File: src/hw/comm_status_params.svh
// Constants for the communications unit status block: register offsets,
// field positions, reset values, codes and timing figures.
// Assumes it is included once per compilation unit by its bare name.
`ifndef COMM_STATUS_PARAMS_SVH
`define COMM_STATUS_PARAMS_SVH

// Register offsets on the plain register port
`define ADDR_CONTROL      4'h0
`define ADDR_STATUS       4'h1
`define ADDR_SYNTAX_LOC   4'h2
`define ADDR_TYPE_WR      4'h3
`define ADDR_IRQ_STATUS   4'h8
`define ADDR_IRQ_CLEAR    4'h9
`define ADDR_IRQ_ENABLE   4'hA

// Field positions and reset values
`define TYPE_IDX_LSB      8
`define CONTROL_RESET     16'h0000
`define SYNTAX_LOC_RESET  16'h0000
`define IRQ_ENABLE_RESET  4'h0

// Digit and code values of the status word
`define RUN_ON            4'h1
`define RUN_OFF           4'h0
`define ERR_ON            4'h8
`define ERR_OFF           4'h0
`define UNIT_NONE_BCD     8'h00
`define CODE_WATCHDOG     8'h01
`define CODE_SYNTAX       8'h02
`define CODE_ALLOC        8'h15
`define TYPE_NONE         8'h00

// Interrupt status bit positions
`define IRQ_UNIT          0
`define IRQ_SYNTAX        1
`define IRQ_FATAL         2
`define IRQ_HALT          3
`define IRQ_WIDTH         4

// Timing
`define CLK_PERIOD_NS     100
`define ERR_BLINK_MS      500
`define ERR_BLINK_CYCLES  (`ERR_BLINK_MS * 1000000 / `CLK_PERIOD_NS)

`endif

File: src/hw/comm_status_pkg.sv
// Types shared by the communications unit status block.
// Assumes nothing beyond a SystemVerilog compiler.
`default_nettype none

package comm_status_pkg;

   typedef struct packed {
      logic [3:0] error_digit;
      logic [3:0] run_digit;
      logic [7:0] low_byte;
   } status_word_t;

   typedef struct packed {
      logic [7:0] unit_count;
      logic [3:0] timeout_digit;
      logic [3:0] run_digit;
   } control_word_t;

   typedef struct packed {
      logic       strobe;
      logic [4:0] unit;
   } unit_event_t;

   typedef struct packed {
      logic        strobe;
      logic [15:0] location;
   } syntax_event_t;

   typedef enum logic [0:0] {
      RPT_IDLE = 1'b0,
      RPT_WAIT = 1'b1
   } rpt_state_t;

endpackage

`default_nettype wire

File: src/hw/unit_bcd.sv
// Converts a unit number 0..31 to two BCD digits.
// Assumes the input never exceeds 31; purely combinational.
`default_nettype none

module unit_bcd
(
   // Binary unit number
   input  wire logic [4:0] unit_bin,
   // Two BCD digits
   output logic      [7:0] unit_bcd_out
);

   logic [3:0] tens;
   logic [4:0] ones;

   always_comb
   begin
      if (unit_bin >= 5'h1E)
      begin
         tens = 4'h3;
         ones = unit_bin - 5'h1E;
      end
      else if (unit_bin >= 5'h14)
      begin
         tens = 4'h2;
         ones = unit_bin - 5'h14;
      end
      else if (unit_bin >= 5'h0A)
      begin
         tens = 4'h1;
         ones = unit_bin - 5'h0A;
      end
      else
      begin
         tens = 4'h0;
         ones = unit_bin;
      end
   end

   assign unit_bcd_out = {tens, ones[3:0]};

endmodule // unit_bcd

`default_nettype wire

File: src/hw/unit_type_mem.sv
// Per-unit communications type table, 32 entries of 8 bits.
// Assumes one write and one read port; read data come from a register.
`default_nettype none

module unit_type_mem
(
   // Clock and reset
   input  wire logic       clock,
   input  wire logic       rst_n,
   // Write port
   input  wire logic       wr_en,
   input  wire logic [4:0] wr_idx,
   input  wire logic [7:0] wr_data,
   // Read port
   input  wire logic [4:0] rd_idx,
   output logic      [7:0] rd_data
);

   logic [7:0] entry_reg [32];

   // Cleared at reset so that every unit starts as not connected
   for (genvar i = 0; i < 32; i++)
   begin : g_entry
      always_ff @(posedge clock or negedge rst_n)
      begin
         if (!rst_n)
            entry_reg[i] <= 8'h00;
         else if (wr_en && (wr_idx == 5'(i)))
            entry_reg[i] <= wr_data;
      end
   end

   always_ff @(posedge clock or negedge rst_n)
   begin
      if (!rst_n)
         rd_data <= 8'h00;
      else
         rd_data <= entry_reg[rd_idx];
   end

endmodule // unit_type_mem

`default_nettype wire

File: src/hw/comm_status.sv
// Status reporting of the serial communications unit: status word, syntax
// error location, halt on unreportable faults, error indicator, interrupt.
// Assumes all inputs are synchronous to clock; event inputs are one-cycle pulses.
//
// Design decision made here: the strobed register port.
`include "comm_status_params.svh"
`default_nettype none

// Summary of operation
// - With no fatal error, the status low byte shows the BCD number 00 to 31 of the last unit done.
// - The shown unit number changes only after the host has taken that unit's read data.
// - From reset until a unit completes, the unit number field reads 00.
// - The field reads 00 when the unit count is 00, run is off, or that unit is not connected.
// - Bits 8 to 11 of the status word read 1 while running and 0 while stopped, but keep their last value once a halt freezes the word.
// - Bits 12 to 15 read 0 while no fatal error has occurred.
// - Host data memory locked in run, a failed host link, or protected program memory are unreportable.
// - Any unreportable fault halts all communications and lights the error indicator steadily.
// - A syntax error stores its BCD host data memory location in the syntax location word.
// - Only the first syntax error location is kept; later ones never overwrite it.
// - With bit 15 set, the low byte carries code 01 watchdog or 15 allocation.
module comm_status
   import comm_status_pkg::*;
#(
   parameter int BLINK_CYCLES = `ERR_BLINK_CYCLES
)
(
   // Clock and reset
   input  wire logic          clock,
   input  wire logic          nrst,
   // Register port
   input  wire logic [3:0]    reg_addr,
   input  wire logic [15:0]   reg_wdata,
   input  wire logic          reg_wr,
   input  wire logic          reg_rd,
   output logic      [15:0]   reg_rdata,
   // Polling engine events
   input  wire unit_event_t   unit_read_done,
   input  wire logic          host_xfer_done,
   input  wire syntax_event_t syntax_err,
   input  wire logic          watchdog_err,
   input  wire logic          alloc_err,
   // Host side fault levels
   input  wire logic          host_dm_locked,
   input  wire logic          host_link_fail,
   input  wire logic          host_prog_protected,
   // Unit outputs
   output logic               comms_enable,
   output logic               err_led,
   output logic               irq
);

   logic                   rst_meta_reg;
   logic                   rst_n;
   control_word_t          control_reg;
   status_word_t           status_reg;
   status_word_t           status_next;
   logic [15:0]            syntax_loc_reg;
   logic                   syntax_seen_reg;
   logic                   fatal_reg;
   logic [7:0]             fatal_code_reg;
   logic                   halt_reg;
   logic                   running_reg;
   logic                   running_next;
   rpt_state_t             state_reg;
   logic [4:0]             pend_unit_reg;
   logic [4:0]             last_unit_reg;
   logic                   last_valid_reg;
   logic [4:0]             type_rd_idx;
   logic [7:0]             type_rdata;
   logic [7:0]             last_unit_bcd;
   logic [`IRQ_WIDTH-1:0]  irq_status_reg;
   logic [`IRQ_WIDTH-1:0]  irq_enable_reg;
   logic [`IRQ_WIDTH-1:0]  irq_events;
   logic [31:0]            blink_cnt_reg;
   logic                   blink_tick;
   logic                   blink_reg;
   logic                   unreportable;
   logic                   report_done;
   logic                   type_wr;

   // Reset release through two flops; assertion stays asynchronous
   always_ff @(posedge clock or negedge nrst)
   begin
      if (!nrst)
      begin
         rst_meta_reg <= 1'b0;
         rst_n        <= 1'b0;
      end
      else
      begin
         rst_meta_reg <= 1'b1;
         rst_n        <= rst_meta_reg;
      end
   end

   assign type_wr      = reg_wr && (reg_addr == `ADDR_TYPE_WR);
   assign unreportable = host_dm_locked || host_link_fail || host_prog_protected;
   assign report_done  = (state_reg == RPT_WAIT) && host_xfer_done;

   // Control word written by software steers the run state
   always_ff @(posedge clock or negedge rst_n)
   begin
      if (!rst_n)
         control_reg <= control_word_t'(`CONTROL_RESET);
      else if (reg_wr && (reg_addr == `ADDR_CONTROL))
         control_reg <= control_word_t'(reg_wdata);
   end

   // Type lookup follows the unit about to become the reported one
   assign type_rd_idx = report_done ? pend_unit_reg : last_unit_reg;

   unit_type_mem u_type_mem
   (
      .clock   (clock),
      .rst_n   (rst_n),
      .wr_en   (type_wr),
      .wr_idx  (reg_wdata[`TYPE_IDX_LSB +: 5]),
      .wr_data (reg_wdata[7:0]),
      .rd_idx  (type_rd_idx),
      .rd_data (type_rdata)
   );

   unit_bcd u_unit_bcd
   (
      .unit_bin     (last_unit_reg),
      .unit_bcd_out (last_unit_bcd)
   );

   // Halting on a fault the host cannot be told about is permanent until reset
   always_ff @(posedge clock or negedge rst_n)
   begin
      if (!rst_n)
         halt_reg <= 1'b0;
      else if (unreportable)
         halt_reg <= 1'b1;
   end

   // First fatal error wins; watchdog outranks allocation in the same cycle
   always_ff @(posedge clock or negedge rst_n)
   begin
      if (!rst_n)
      begin
         fatal_reg      <= 1'b0;
         fatal_code_reg <= 8'h00;
      end
      else if (!fatal_reg && watchdog_err)
      begin
         fatal_reg      <= 1'b1;
         fatal_code_reg <= `CODE_WATCHDOG;
      end
      else if (!fatal_reg && alloc_err)
      begin
         fatal_reg      <= 1'b1;
         fatal_code_reg <= `CODE_ALLOC;
      end
   end

   // Syntax location is captured once and then frozen
   always_ff @(posedge clock or negedge rst_n)
   begin
      if (!rst_n)
      begin
         syntax_seen_reg <= 1'b0;
         syntax_loc_reg  <= `SYNTAX_LOC_RESET;
      end
      else if (syntax_err.strobe && !syntax_seen_reg)
      begin
         syntax_seen_reg <= 1'b1;
         syntax_loc_reg  <= syntax_err.location;
      end
   end

   // A syntax error stops polling but is not fatal
   assign running_next = (control_reg.run_digit == `RUN_ON) && (control_reg.unit_count != 8'h00)
                         && !fatal_reg && !syntax_seen_reg && !halt_reg && !unreportable;

   always_ff @(posedge clock or negedge rst_n)
   begin
      if (!rst_n)
         running_reg <= 1'b0;
      else
         running_reg <= running_next;
   end

   // Unit number moves only once the host has the unit's data
   always_ff @(posedge clock or negedge rst_n)
   begin
      if (!rst_n)
      begin
         state_reg      <= RPT_IDLE;
         pend_unit_reg  <= 5'h00;
         last_unit_reg  <= 5'h00;
         last_valid_reg <= 1'b0;
      end
      else
      begin
         case (state_reg)
            RPT_IDLE:
            begin
               if (unit_read_done.strobe && running_reg)
               begin
                  pend_unit_reg <= unit_read_done.unit;
                  state_reg     <= RPT_WAIT;
               end
            end
            RPT_WAIT:
            begin
               if (host_xfer_done)
               begin
                  last_unit_reg  <= pend_unit_reg;
                  last_valid_reg <= 1'b1;
                  state_reg      <= RPT_IDLE;
               end
               if (unit_read_done.strobe && running_reg)
               begin
                  pend_unit_reg <= unit_read_done.unit;
                  state_reg     <= RPT_WAIT;
               end
            end
            default:
               state_reg <= RPT_IDLE;
         endcase
      end
   end

   // Status word layout depends on whether a fatal error is flagged
   always_comb
   begin
      status_next.run_digit = running_reg ? `RUN_ON : `RUN_OFF;
      if (fatal_reg)
      begin
         status_next.error_digit = `ERR_ON;
         status_next.low_byte    = fatal_code_reg;
      end
      else
      begin
         status_next.error_digit = `ERR_OFF;
         if (!last_valid_reg || (control_reg.unit_count == 8'h00)
             || (control_reg.run_digit != `RUN_ON) || (type_rdata == `TYPE_NONE))
            status_next.low_byte = `UNIT_NONE_BCD;
         else
            status_next.low_byte = last_unit_bcd;
      end
   end

   // Once halted the host can no longer be updated, so the word freezes
   always_ff @(posedge clock or negedge rst_n)
   begin
      if (!rst_n)
         status_reg <= status_word_t'(16'h0000);
      else if (!halt_reg)
         status_reg <= status_next;
   end

   // Slow enable for a flashing indicator on a non-fatal syntax error
   always_ff @(posedge clock or negedge rst_n)
   begin
      if (!rst_n)
         blink_cnt_reg <= 32'h00000000;
      else if (blink_tick)
         blink_cnt_reg <= 32'h00000000;
      else
         blink_cnt_reg <= blink_cnt_reg + 32'h00000001;
   end

   assign blink_tick = (blink_cnt_reg == 32'(BLINK_CYCLES - 1));

   always_ff @(posedge clock or negedge rst_n)
   begin
      if (!rst_n)
         blink_reg <= 1'b0;
      else if (blink_tick)
         blink_reg <= !blink_reg;
   end

   always_ff @(posedge clock or negedge rst_n)
   begin
      if (!rst_n)
         err_led <= 1'b0;
      else
         err_led <= halt_reg || unreportable || fatal_reg || (syntax_seen_reg && blink_reg);
   end

   assign comms_enable = running_reg;

   // Sticky interrupt sources; a new event wins over a clear in the same cycle
   assign irq_events[`IRQ_UNIT]   = report_done;
   assign irq_events[`IRQ_SYNTAX] = syntax_err.strobe && !syntax_seen_reg;
   assign irq_events[`IRQ_FATAL]  = !fatal_reg && (watchdog_err || alloc_err);
   assign irq_events[`IRQ_HALT]   = !halt_reg && unreportable;

   for (genvar b = 0; b < `IRQ_WIDTH; b++)
   begin : g_irq
      always_ff @(posedge clock or negedge rst_n)
      begin
         if (!rst_n)
            irq_status_reg[b] <= 1'b0;
         else if (irq_events[b])
            irq_status_reg[b] <= 1'b1;
         else if (reg_wr && (reg_addr == `ADDR_IRQ_CLEAR) && reg_wdata[b])
            irq_status_reg[b] <= 1'b0;
      end
   end

   always_ff @(posedge clock or negedge rst_n)
   begin
      if (!rst_n)
         irq_enable_reg <= `IRQ_ENABLE_RESET;
      else if (reg_wr && (reg_addr == `ADDR_IRQ_ENABLE))
         irq_enable_reg <= reg_wdata[`IRQ_WIDTH-1:0];
   end

   assign irq = |(irq_status_reg & irq_enable_reg);

   // Read data stand only in the cycle after the strobe
   always_ff @(posedge clock or negedge rst_n)
   begin
      if (!rst_n)
         reg_rdata <= 16'h0000;
      else if (!reg_rd)
         reg_rdata <= 16'h0000;
      else
      begin
         case (reg_addr)
            `ADDR_CONTROL:    reg_rdata <= control_reg;
            `ADDR_STATUS:     reg_rdata <= status_reg;
            `ADDR_SYNTAX_LOC: reg_rdata <= syntax_loc_reg;
            `ADDR_IRQ_STATUS: reg_rdata <= {12'h000, irq_status_reg};
            `ADDR_IRQ_ENABLE: reg_rdata <= {12'h000, irq_enable_reg};
            default:          reg_rdata <= 16'h0000;
         endcase
      end
   end
endmodule // comm_status

`default_nettype wire

File: config.mk
export PLATFORM = sky130hd
export DESIGN_NAME = comm_status
export DESIGN_NICKNAME = d
export VERILOG_FILES = /design/src/hw/comm_status_pkg.sv /design/src/hw/unit_bcd.sv /design/src/hw/unit_type_mem.sv /design/src/hw/comm_status.sv
export VERILOG_INCLUDE_DIRS = /design/src /design/src/hw
export SDC_FILE = /design/constraint.sdc
export NUM_CORES = 1
export LEC_CHECK = 0
export BUFFER_PORTS_ARGS = -buffer_cell sky130_fd_sc_hd__buf_2
export CORE_MARGIN = 2
export CORE_UTILIZATION = 40
export DETAILED_ROUTE_END_ITERATION = 10
export GPL_ROUTABILITY_DRIVEN = 0
export GPL_TIMING_DRIVEN = 0
export PLACE_DENSITY = 0.57
export SETUP_SLACK_MARGIN = 0.05
export SLEW_MARGIN = 20
export SYNTH_ARGS = -nofsm -noshare
export SYNTH_HDL_FRONTEND = slang
export SYNTH_SLANG_ARGS = --single-unit
File: constraint.sdc
create_clock -name clock -period 16.89 [get_ports clock]
set_input_delay 0.8445 -clock clock [delete_from_list [all_inputs] [get_ports clock]]
set_output_delay 0.8445 -clock clock [all_outputs]
set_load 0.05 [all_outputs]
==> run summary, run 1 <==
CP Max Fanout = 10
Lkg Pwr = 0.01040 µW
CP Class = reg2reg
Die Width = 228.9 µm
Slew Limit Fails = 0
Residual DRC = 0
Global route total overflow = 0
First drt pass iteration count = 5
DRT Wirelength = 60.23 mm
Die Y = 228.9 µm
WL/cell = 23.85 µm
Minimum clock period = 3361 ps
Mux contribution to synthesized area = 0.3322
Fmax = 0.2975 GHz
Register area = 9538 µm²
Cts bufs inserted = 44
Worst Path Required = 17410 ps
Most frequent cells after synthesis = dfrtp_1, mux2i_1, mux2_2
Filler cells = 4759
Final hold vios = 0
Net count after synthesis = 1758
Simple-gate share of the synthesized area = 0.09090
Ys async rst share = 1.000
Status = complete, no violations
EDFF count, synth = 0
Cts repair resizes = 0
GR Util met3 = 0.04129
Post-synth top flop = dfrtp_1
Xor and xnor area share after synthesis = 0.01299
Syn. warnings = 0
GRT Total Usage = 0.2323
Reg clk slew, reported paths = 60 ps
RSZ-0062 raised after global routing = no
Place WS = 13220 ps
Setup tns final = 0 ps
Number of max-cap violations = 0
Met1 Track Usage GR = 0.3145
Core ar. = 50070 µm²
Largest net degree at the start of global routing = 56
# diodes = 0
Largest family of logic cells by synthesized area = multiplexers
Worst reg2reg path depth = 7
CTS root buf = clkbuf_16
Crit end category = flop
Hold_buf cts = 0
Setup WS post-layout = 13530 ps
Final period utilization = 0.1990
Final setup viols = 0
Area leader, netlist = dfrtp_1
Layout cells sized above 1 = 0.2979
Power density over the cells = 92.65 nW/µm²
Most common cell in the netlist = dfrtp_1
Initial antenna violation count = 2
Clock skew = 33.89 ps
Vias = 14360
Utilization after layout = 0.4600
Gate Count Post-Synth = 1699
Row count = 82
Ranking of synthesized cells by area = dfrtp_1, mux2_2, mux2i_1
Max VDD drop = 0.06685 mV
Clock Path Buffers = 3
Post-DP HPWL = 42.66 mm
Yosys top cell area share = 0.4712
Critical path startpoint category = flop
Worst path arrival time = 3880 ps
Seq/Total Area, Yosys = 0.4712
Worst hold path class = in2async
H-tree Lvls = 2
Syn avg cell area = 11.91 µm²
Worst-Skew Late Latency = 590 ps
Initial DRC Count = 1081
Initial Util = 0.4041
Worst Tran Pin Value = 1306 ps
Vias in the first global route = 14870
Synth Register Bits = 381
Final #Nets = 1880
CTS tree = yes
Synth-to-layout area growth = 13.82%
DR vias/cell = 5.686
Io pins = 72
Slew HR = 0.1253
Port Buffer Count = 69
First-pass GRT wire length = 92.65 mm
Die Area = 52400 µm²
GR Layer Usage met2 = 0.3726
Netlist cell types = 62
Synth Area in Compound Gates = 0.05868
Area taken by multi-input logic gates = 10090 µm²
Setup Fix Bufs, Post-CTS = 0
Post-DRT Antenna Nets = 0
Largest register FFs = 256
Synth Area in Adders = 0.003710
Post-Syn Area = 20230 µm²
Gr busiest metal = met2
Sink Count = 381
-- final timing paths --
| check | start | endpoint | slack, ps |
|---|---|---|---|
| setup / recovery | last_unit_reg[2]$_DFFE_PN0N_ | u_type_mem.rd_data[4]$_DFF_PN0_ | 13530 |
| max in group asynchronous | rst_n$_DFF_PN0_ | status_reg[15]$_DFFE_PN0N_ | 15220 |
| min in group clock | rst_meta_reg$_DFF_PN0_ | rst_n$_DFF_PN0_ | 350 |
| hold reg to reg | rst_meta_reg$_DFF_PN0_ | rst_n$_DFF_PN0_ | 350 |
| setup reg to reg | last_unit_reg[2]$_DFFE_PN0N_ | u_type_mem.rd_data[4]$_DFF_PN0_ | 13530 |
| hold / removal | nrst | rst_n$_DFF_PN0_ | 70 |
-- per-stage QoR --
step / instances / instance area [µm²] / hold slack [ps] / total power, µW
global route: 2525 / 23030 / 41.52 / 2219
detailed placement: 2447 / 21610 / 342.0 / 1216
CTS: 2525 / 23030 / 38.38 / 2156
global placement: 2440 / 21420 / 336.6 / 1206
finish: 2525 / 23030 / 65.14 / 2134
floorplan: 1699 / 20230 / 331.2 / 1130
-- cell type report --
type	count	share of cell area
inverter	8	0.001304
multi-input combinational	1188	0.4383
timing repair buffer	76	0.02303
sequential	381	0.4141
clock buffer	69	0.05894
clock inverter	9	0.002553
tap	672	0.03651
buffer	122	0.02521
-- kinds of logic (layout without fill, tap and decap cells) --
kind of cell | Yosys count | in the layout
buf+inv | 130 | 284
other cells | 1 | 1
compound gates | 162 | 162
mux | 629 | 629
xor+xnor | 30 | 30
simple gates | 360 | 360
flops | 381 | 381
fa+ha+maj | 6 | 6
-- worst max-delay path, cell delays in order, from the launching register on --
cell and delay [ps]:
dfrtp_1 430, buf_2 280, a211oi_1 80, a21oi_1 820, clkbuf_1 610, o32ai_1 210
o21ai_0 560, and4_1 300
-- cell usage in the layout (no fill, tap or decap), drive strengths merged, types with 18 or more instances in the layout --
cell type  netlist  final
dfrtp          381    381
nor2           200    200
mux2           304    304
nand3           18     18
mux2i          325    325
o32ai           64     64
buf             70    146
nand2           43     43
clkbuf          52    121
xnor2           19     19
o21ai           44     44
-- layer usage --
layer  vias up  wire length (µm)
met3       127              3152
met2       402             27620
met4         4              2392
li1       6449                 -
met5         -                23
met1      7374             27040
-- report_power, final --
| group | total, µW | switching, µW | internal (µW) |
|---|---|---|---|
| sequential | 983 | 30.7 | 952 |
| combinational | 219 | 132 | 86.8 |
| clock | 932 | 383 | 550 |
| total | 2130 | 545 | 1590 |
No activity file was read; power rests on OpenSTA's default activity.
==> inputs of run 2 (changes only) <==
--- a/config.mk
+++ b/config.mk
@@ -6,6 +6,7 @@
 export SDC_FILE = /design/constraint.sdc
 export NUM_CORES = 1
 export LEC_CHECK = 0
+export ABC_AREA = 1
 export BUFFER_PORTS_ARGS = -buffer_cell sky130_fd_sc_hd__buf_2
 export CORE_MARGIN = 2
 export CORE_UTILIZATION = 40
==> constraint.sdc (replaced) <==
create_clock -name clock -period 3.2 [get_ports clock]
set_input_delay 0.16 -clock clock [delete_from_list [all_inputs] [get_ports clock]]
set_output_delay 0.16 -clock clock [all_outputs]
set_load 0.05 [all_outputs]
==> run 2 against run 1 <==
  * Global-route usage increased by 3.2 points
  * Highest routed layer is now met4
  * Largest power group unchanged
  * Clock-buffer cell count decreased by 1
  * Non-clock buffer count increased by 43
  * Critical path type unchanged
  * Worst hold slack got worse by 40 ps
==> run summary, run 2 <==
Port Buffer Count = 71 (was 69)
RSZ-0062 raised after global routing = no (unchanged)
Final period utilization = 0.7836 (was 0.1990)
Gate Count Post-Synth = 2312 (was 1699)
Crit end category = flop (unchanged)
CTS tree = yes (unchanged)
Commonest non-fill, non-tap cells in the layout = nand2_1, dfrtp_1, inv_1 (was dfrtp_1, mux2i_1, mux2_2)
Final hold vios = 0 (unchanged)
Yosys top cell area share = 0.5160 (was 0.4712)
Sequential share of power = 0.447 (was 0.461)
Critical path startpoint category = flop (unchanged)
Max VDD drop = 0.4508 mV (was 0.06685 mV)
# diodes = 0 (unchanged)
Filler cells = 4569 (was 4759)
Clock share of power = 0.427 (was 0.437)
Netlist cell types = 42 (was 62)
Initial Util = 0.4063 (was 0.4041)
Worst Tran Pin Value = 968.2 ps (was 1306 ps)
Row count = 78 (was 82)
Layout cells sized above 1 = 0.1025 (was 0.2979)
Die Y = 218.9 µm (was 228.9 µm)
Most common cell after layout, fill and taps aside = nand2_1 (was dfrtp_1)
Vias in the first global route = 16210 (was 14870)
Slew Limit Fails = 0 (unchanged)
Sw Share = 0.2799 (was 0.2554)
Global route total overflow = 0 (unchanged)
Post-Syn Area = 18480 µm² (was 20230 µm²)
First drt pass iteration count = 6 (was 5)
Clock Path Buffers = 3 (unchanged)
Lkg Pwr = 0.01041 µW (was 0.01040 µW)
Final #Nets = 2535 (was 1880)
Part of the power in combinational logic = 0.126 (was 0.102)
Largest net degree at the start of global routing = 59 (was 56)
Minimum clock period = 2507 ps (was 3361 ps)
Status = complete, no violations (unchanged)
Ranking of synthesized cells by area = dfrtp_1, nand2_1, nand3_1 (was dfrtp_1, mux2_2, mux2i_1)
Io pins = 72 (unchanged)
Setup WS post-layout = 692.6 ps (was 13530 ps)
Number of max-cap violations = 0 (unchanged)
Area leader, netlist = dfrtp_1 (unchanged)
Int Power = 8243 µW (was 1589 µW)
Clock skew = 31.47 ps (was 33.89 ps)
Cts repair resizes = 0 (unchanged)
Residual DRC = 0 (unchanged)
Setup Fix Bufs, Post-CTS = 0 (unchanged)
Syn. warnings = 0 (unchanged)
DR vias/cell = 5.331 (was 5.686)
CTS root buf = clkbuf_16 (unchanged)
H-tree Lvls = 2 (unchanged)
Initial DRC Count = 1822 (was 1081)
P_sw = 3204 µW (was 545.0 µW)
Die Width = 218.9 µm (was 228.9 µm)
Place WS = 799.4 ps (was 13220 ps)
Core ar. = 45480 µm² (was 50070 µm²)
Worst hold path class = in2reg (was in2async)
Worst path arrival time = 2990 ps (was 3880 ps)
First-pass GRT wire length = 95.36 mm (was 92.65 mm)
Die Area = 47930 µm² (was 52400 µm²)
Post-synth top flop = dfrtp_1 (unchanged)
Fmax = 0.3988 GHz (was 0.2975 GHz)
EDFF count, synth = 0 (unchanged)
GRT Total Usage = 0.2639 (was 0.2323)
Area taken by multi-input logic gates = 7248 µm² (was 10090 µm²)
Reg clk slew, reported paths = 60 ps (about the same)
Synth-to-layout area growth = 16.55% (was 13.82%)
Cts bufs inserted = 44 (unchanged)
Post-DP HPWL = 45.15 mm (was 42.66 mm)
Fin cells = 3108 (was 2525)
Net count after synthesis = 2371 (was 1758)
Most common cell in the netlist = nand2_1 (was dfrtp_1)
WL/cell = 19.89 µm (was 23.85 µm)
Seq/Total Area, Yosys = 0.5160 (was 0.4712)
Post-DRT Antenna Nets = 0 (unchanged)
Register area = 9538 µm² (unchanged)
CP Class = reg2reg (unchanged)
Initial antenna violation count = 1 (was 2)
DRT Wirelength = 61.80 mm (was 60.23 mm)
Worst Path Required = 3680 ps (was 17410 ps)
Synth Register Bits = 381 (unchanged)
Slew HR = 0.3545 (was 0.1253)
Largest register FFs = 256 (unchanged)
Final setup viols = 0 (unchanged)
Power density over the cells = 531.5 nW/µm² (was 92.65 nW/µm²)
Vias = 16570 (was 14360)
Worst-Skew Late Latency = 590 ps (about the same)
Power Total = 11450 µW (was 2134 µW)
Syn avg cell area = 7.992 µm² (was 11.91 µm²)
Ys async rst share = 1.000 (unchanged)
Sink Count = 381 (unchanged)
Most frequent cells after synthesis = nand2_1, dfrtp_1, inv_1 (was dfrtp_1, mux2i_1, mux2_2)
Inst Count DP = 2992 (was 2447)
CP Max Fanout = 10 (unchanged)
Hold slack = 24.85 ps (was 65.14 ps)
==> run 2: cell types whose count changed after synthesis, moves of 14 or more <==
cell / before / now
nor2_1: 175 / 84
xnor2_1: 19 / 2
mux2_2: 292 / 23
nor2_2: 25 / 2
nand2_1: 43 / 635
nand3b_1: 7 / 58
o21ai_1: 1 / 15
o32ai_1: 64 / 0
nand3_1: 18 / 275
mux2i_1: 325 / 0
o21ai_0: 43 / 275
inv_1: 8 / 297
and4_1: 17 / 0
==> run 2: what timing repair did <==
| item | CTS | global route |
|---|---|---|
| setup endpoints to repair | 0 | 0 |
| hold endpoints to repair | 44 | 0 |
| hold buffers | 38 | 0 |
==> run 2: critical path: stages (launching register included) <==
cell and delay (ps):
dfrtp_1 420, nand2_1 130, nand2_2 270, buf_1 770, nand3b_1 160, nand3_1 130
nand3_1 130, nand3_1 160, nand2_1 110, nand2_1 80, nand2_1 50
==> run 2: area by class of cell <==
cell class	instances	area share
tap	600	0.03486
buffer	123	0.02609
clock buffer	68	0.05903
sequential	381	0.4429
timing repair buffer	118	0.04357
multi-input combinational	1506	0.3366
inverter	302	0.05270
clock inverter	10	0.004299
==> run 2: stage by stage <==
| stage | area, µm² | util | TNS, ps |
|---|---|---|---|
| floorplan | 18480 | - | -208670 |
| global placement | 19590 | 0.4307 | -764050 |
| detailed placement | 19790 | 0.4352 | 0 |
| CTS | 21540 | 0.4735 | 0 |
| global route | 21540 | 0.4735 | 0 |
| finish | 21540 | 0.4735 | 0 |
==> run 2: kinds of logic after synthesis <==
logic type               Yosys count  synth area share
other                              1         0.0002029
AND/OR/NAND/NOR                 1124            0.2712
buffers and inverters            425           0.09175
adder cells (fa/ha/maj)            6          0.004063
XOR/XNOR                          23           0.01090
multiplexers                      23           0.01402
flip-flops                       381            0.5160
AO/OA/AOI/OAI                    329           0.09189
==> run 2: worst paths after layout <==
kind	from	to	slack [ps]	depth (start not counted)
min in group asynchronous	rst_n$_DFF_PN0_	u_type_mem.entry_reg[165]$_DFFE_PN0P_	260	0
max in group asynchronous	rst_n$_DFF_PN0_	syntax_loc_reg[11]$_DFFE_PN0P_	1540	4
hold / removal	unit_read_done[5]	pend_unit_reg[0]$_DFFE_PN0P_	20	3
setup reg to reg	state_reg$_DFF_PN0_	u_type_mem.rd_data[3]$_DFF_PN0_	690	10
hold reg to reg	rst_n$_DFF_PN0_	u_type_mem.entry_reg[165]$_DFFE_PN0P_	260	0
setup / recovery	state_reg$_DFF_PN0_	u_type_mem.rd_data[3]$_DFF_PN0_	690	10
==> run 2: layer usage <==
layer,up-vias,track usage,part of all wire
li1,7699,-,-
met1,8118,0.3729,0.44
met2,630,0.4077,0.44
met3,123,0.05766,0.088
met4,0,0.07568,0.028
met5,-,0,0
==> run 2: power by group through the flow <==
stage / Clock (µW) / Sequential [µW] / Combinational [µW]
3_3_place_gp: 0 / 5280 / 1240
6_report: 4890 / 5110 / 1440
3_5_place_dp: 0 / 5200 / 1380
4_1_cts: 4950 / 5110 / 1420
5_1_grt: 5170 / 5130 / 1580
2_1_floorplan: 0 / 5240 / 773
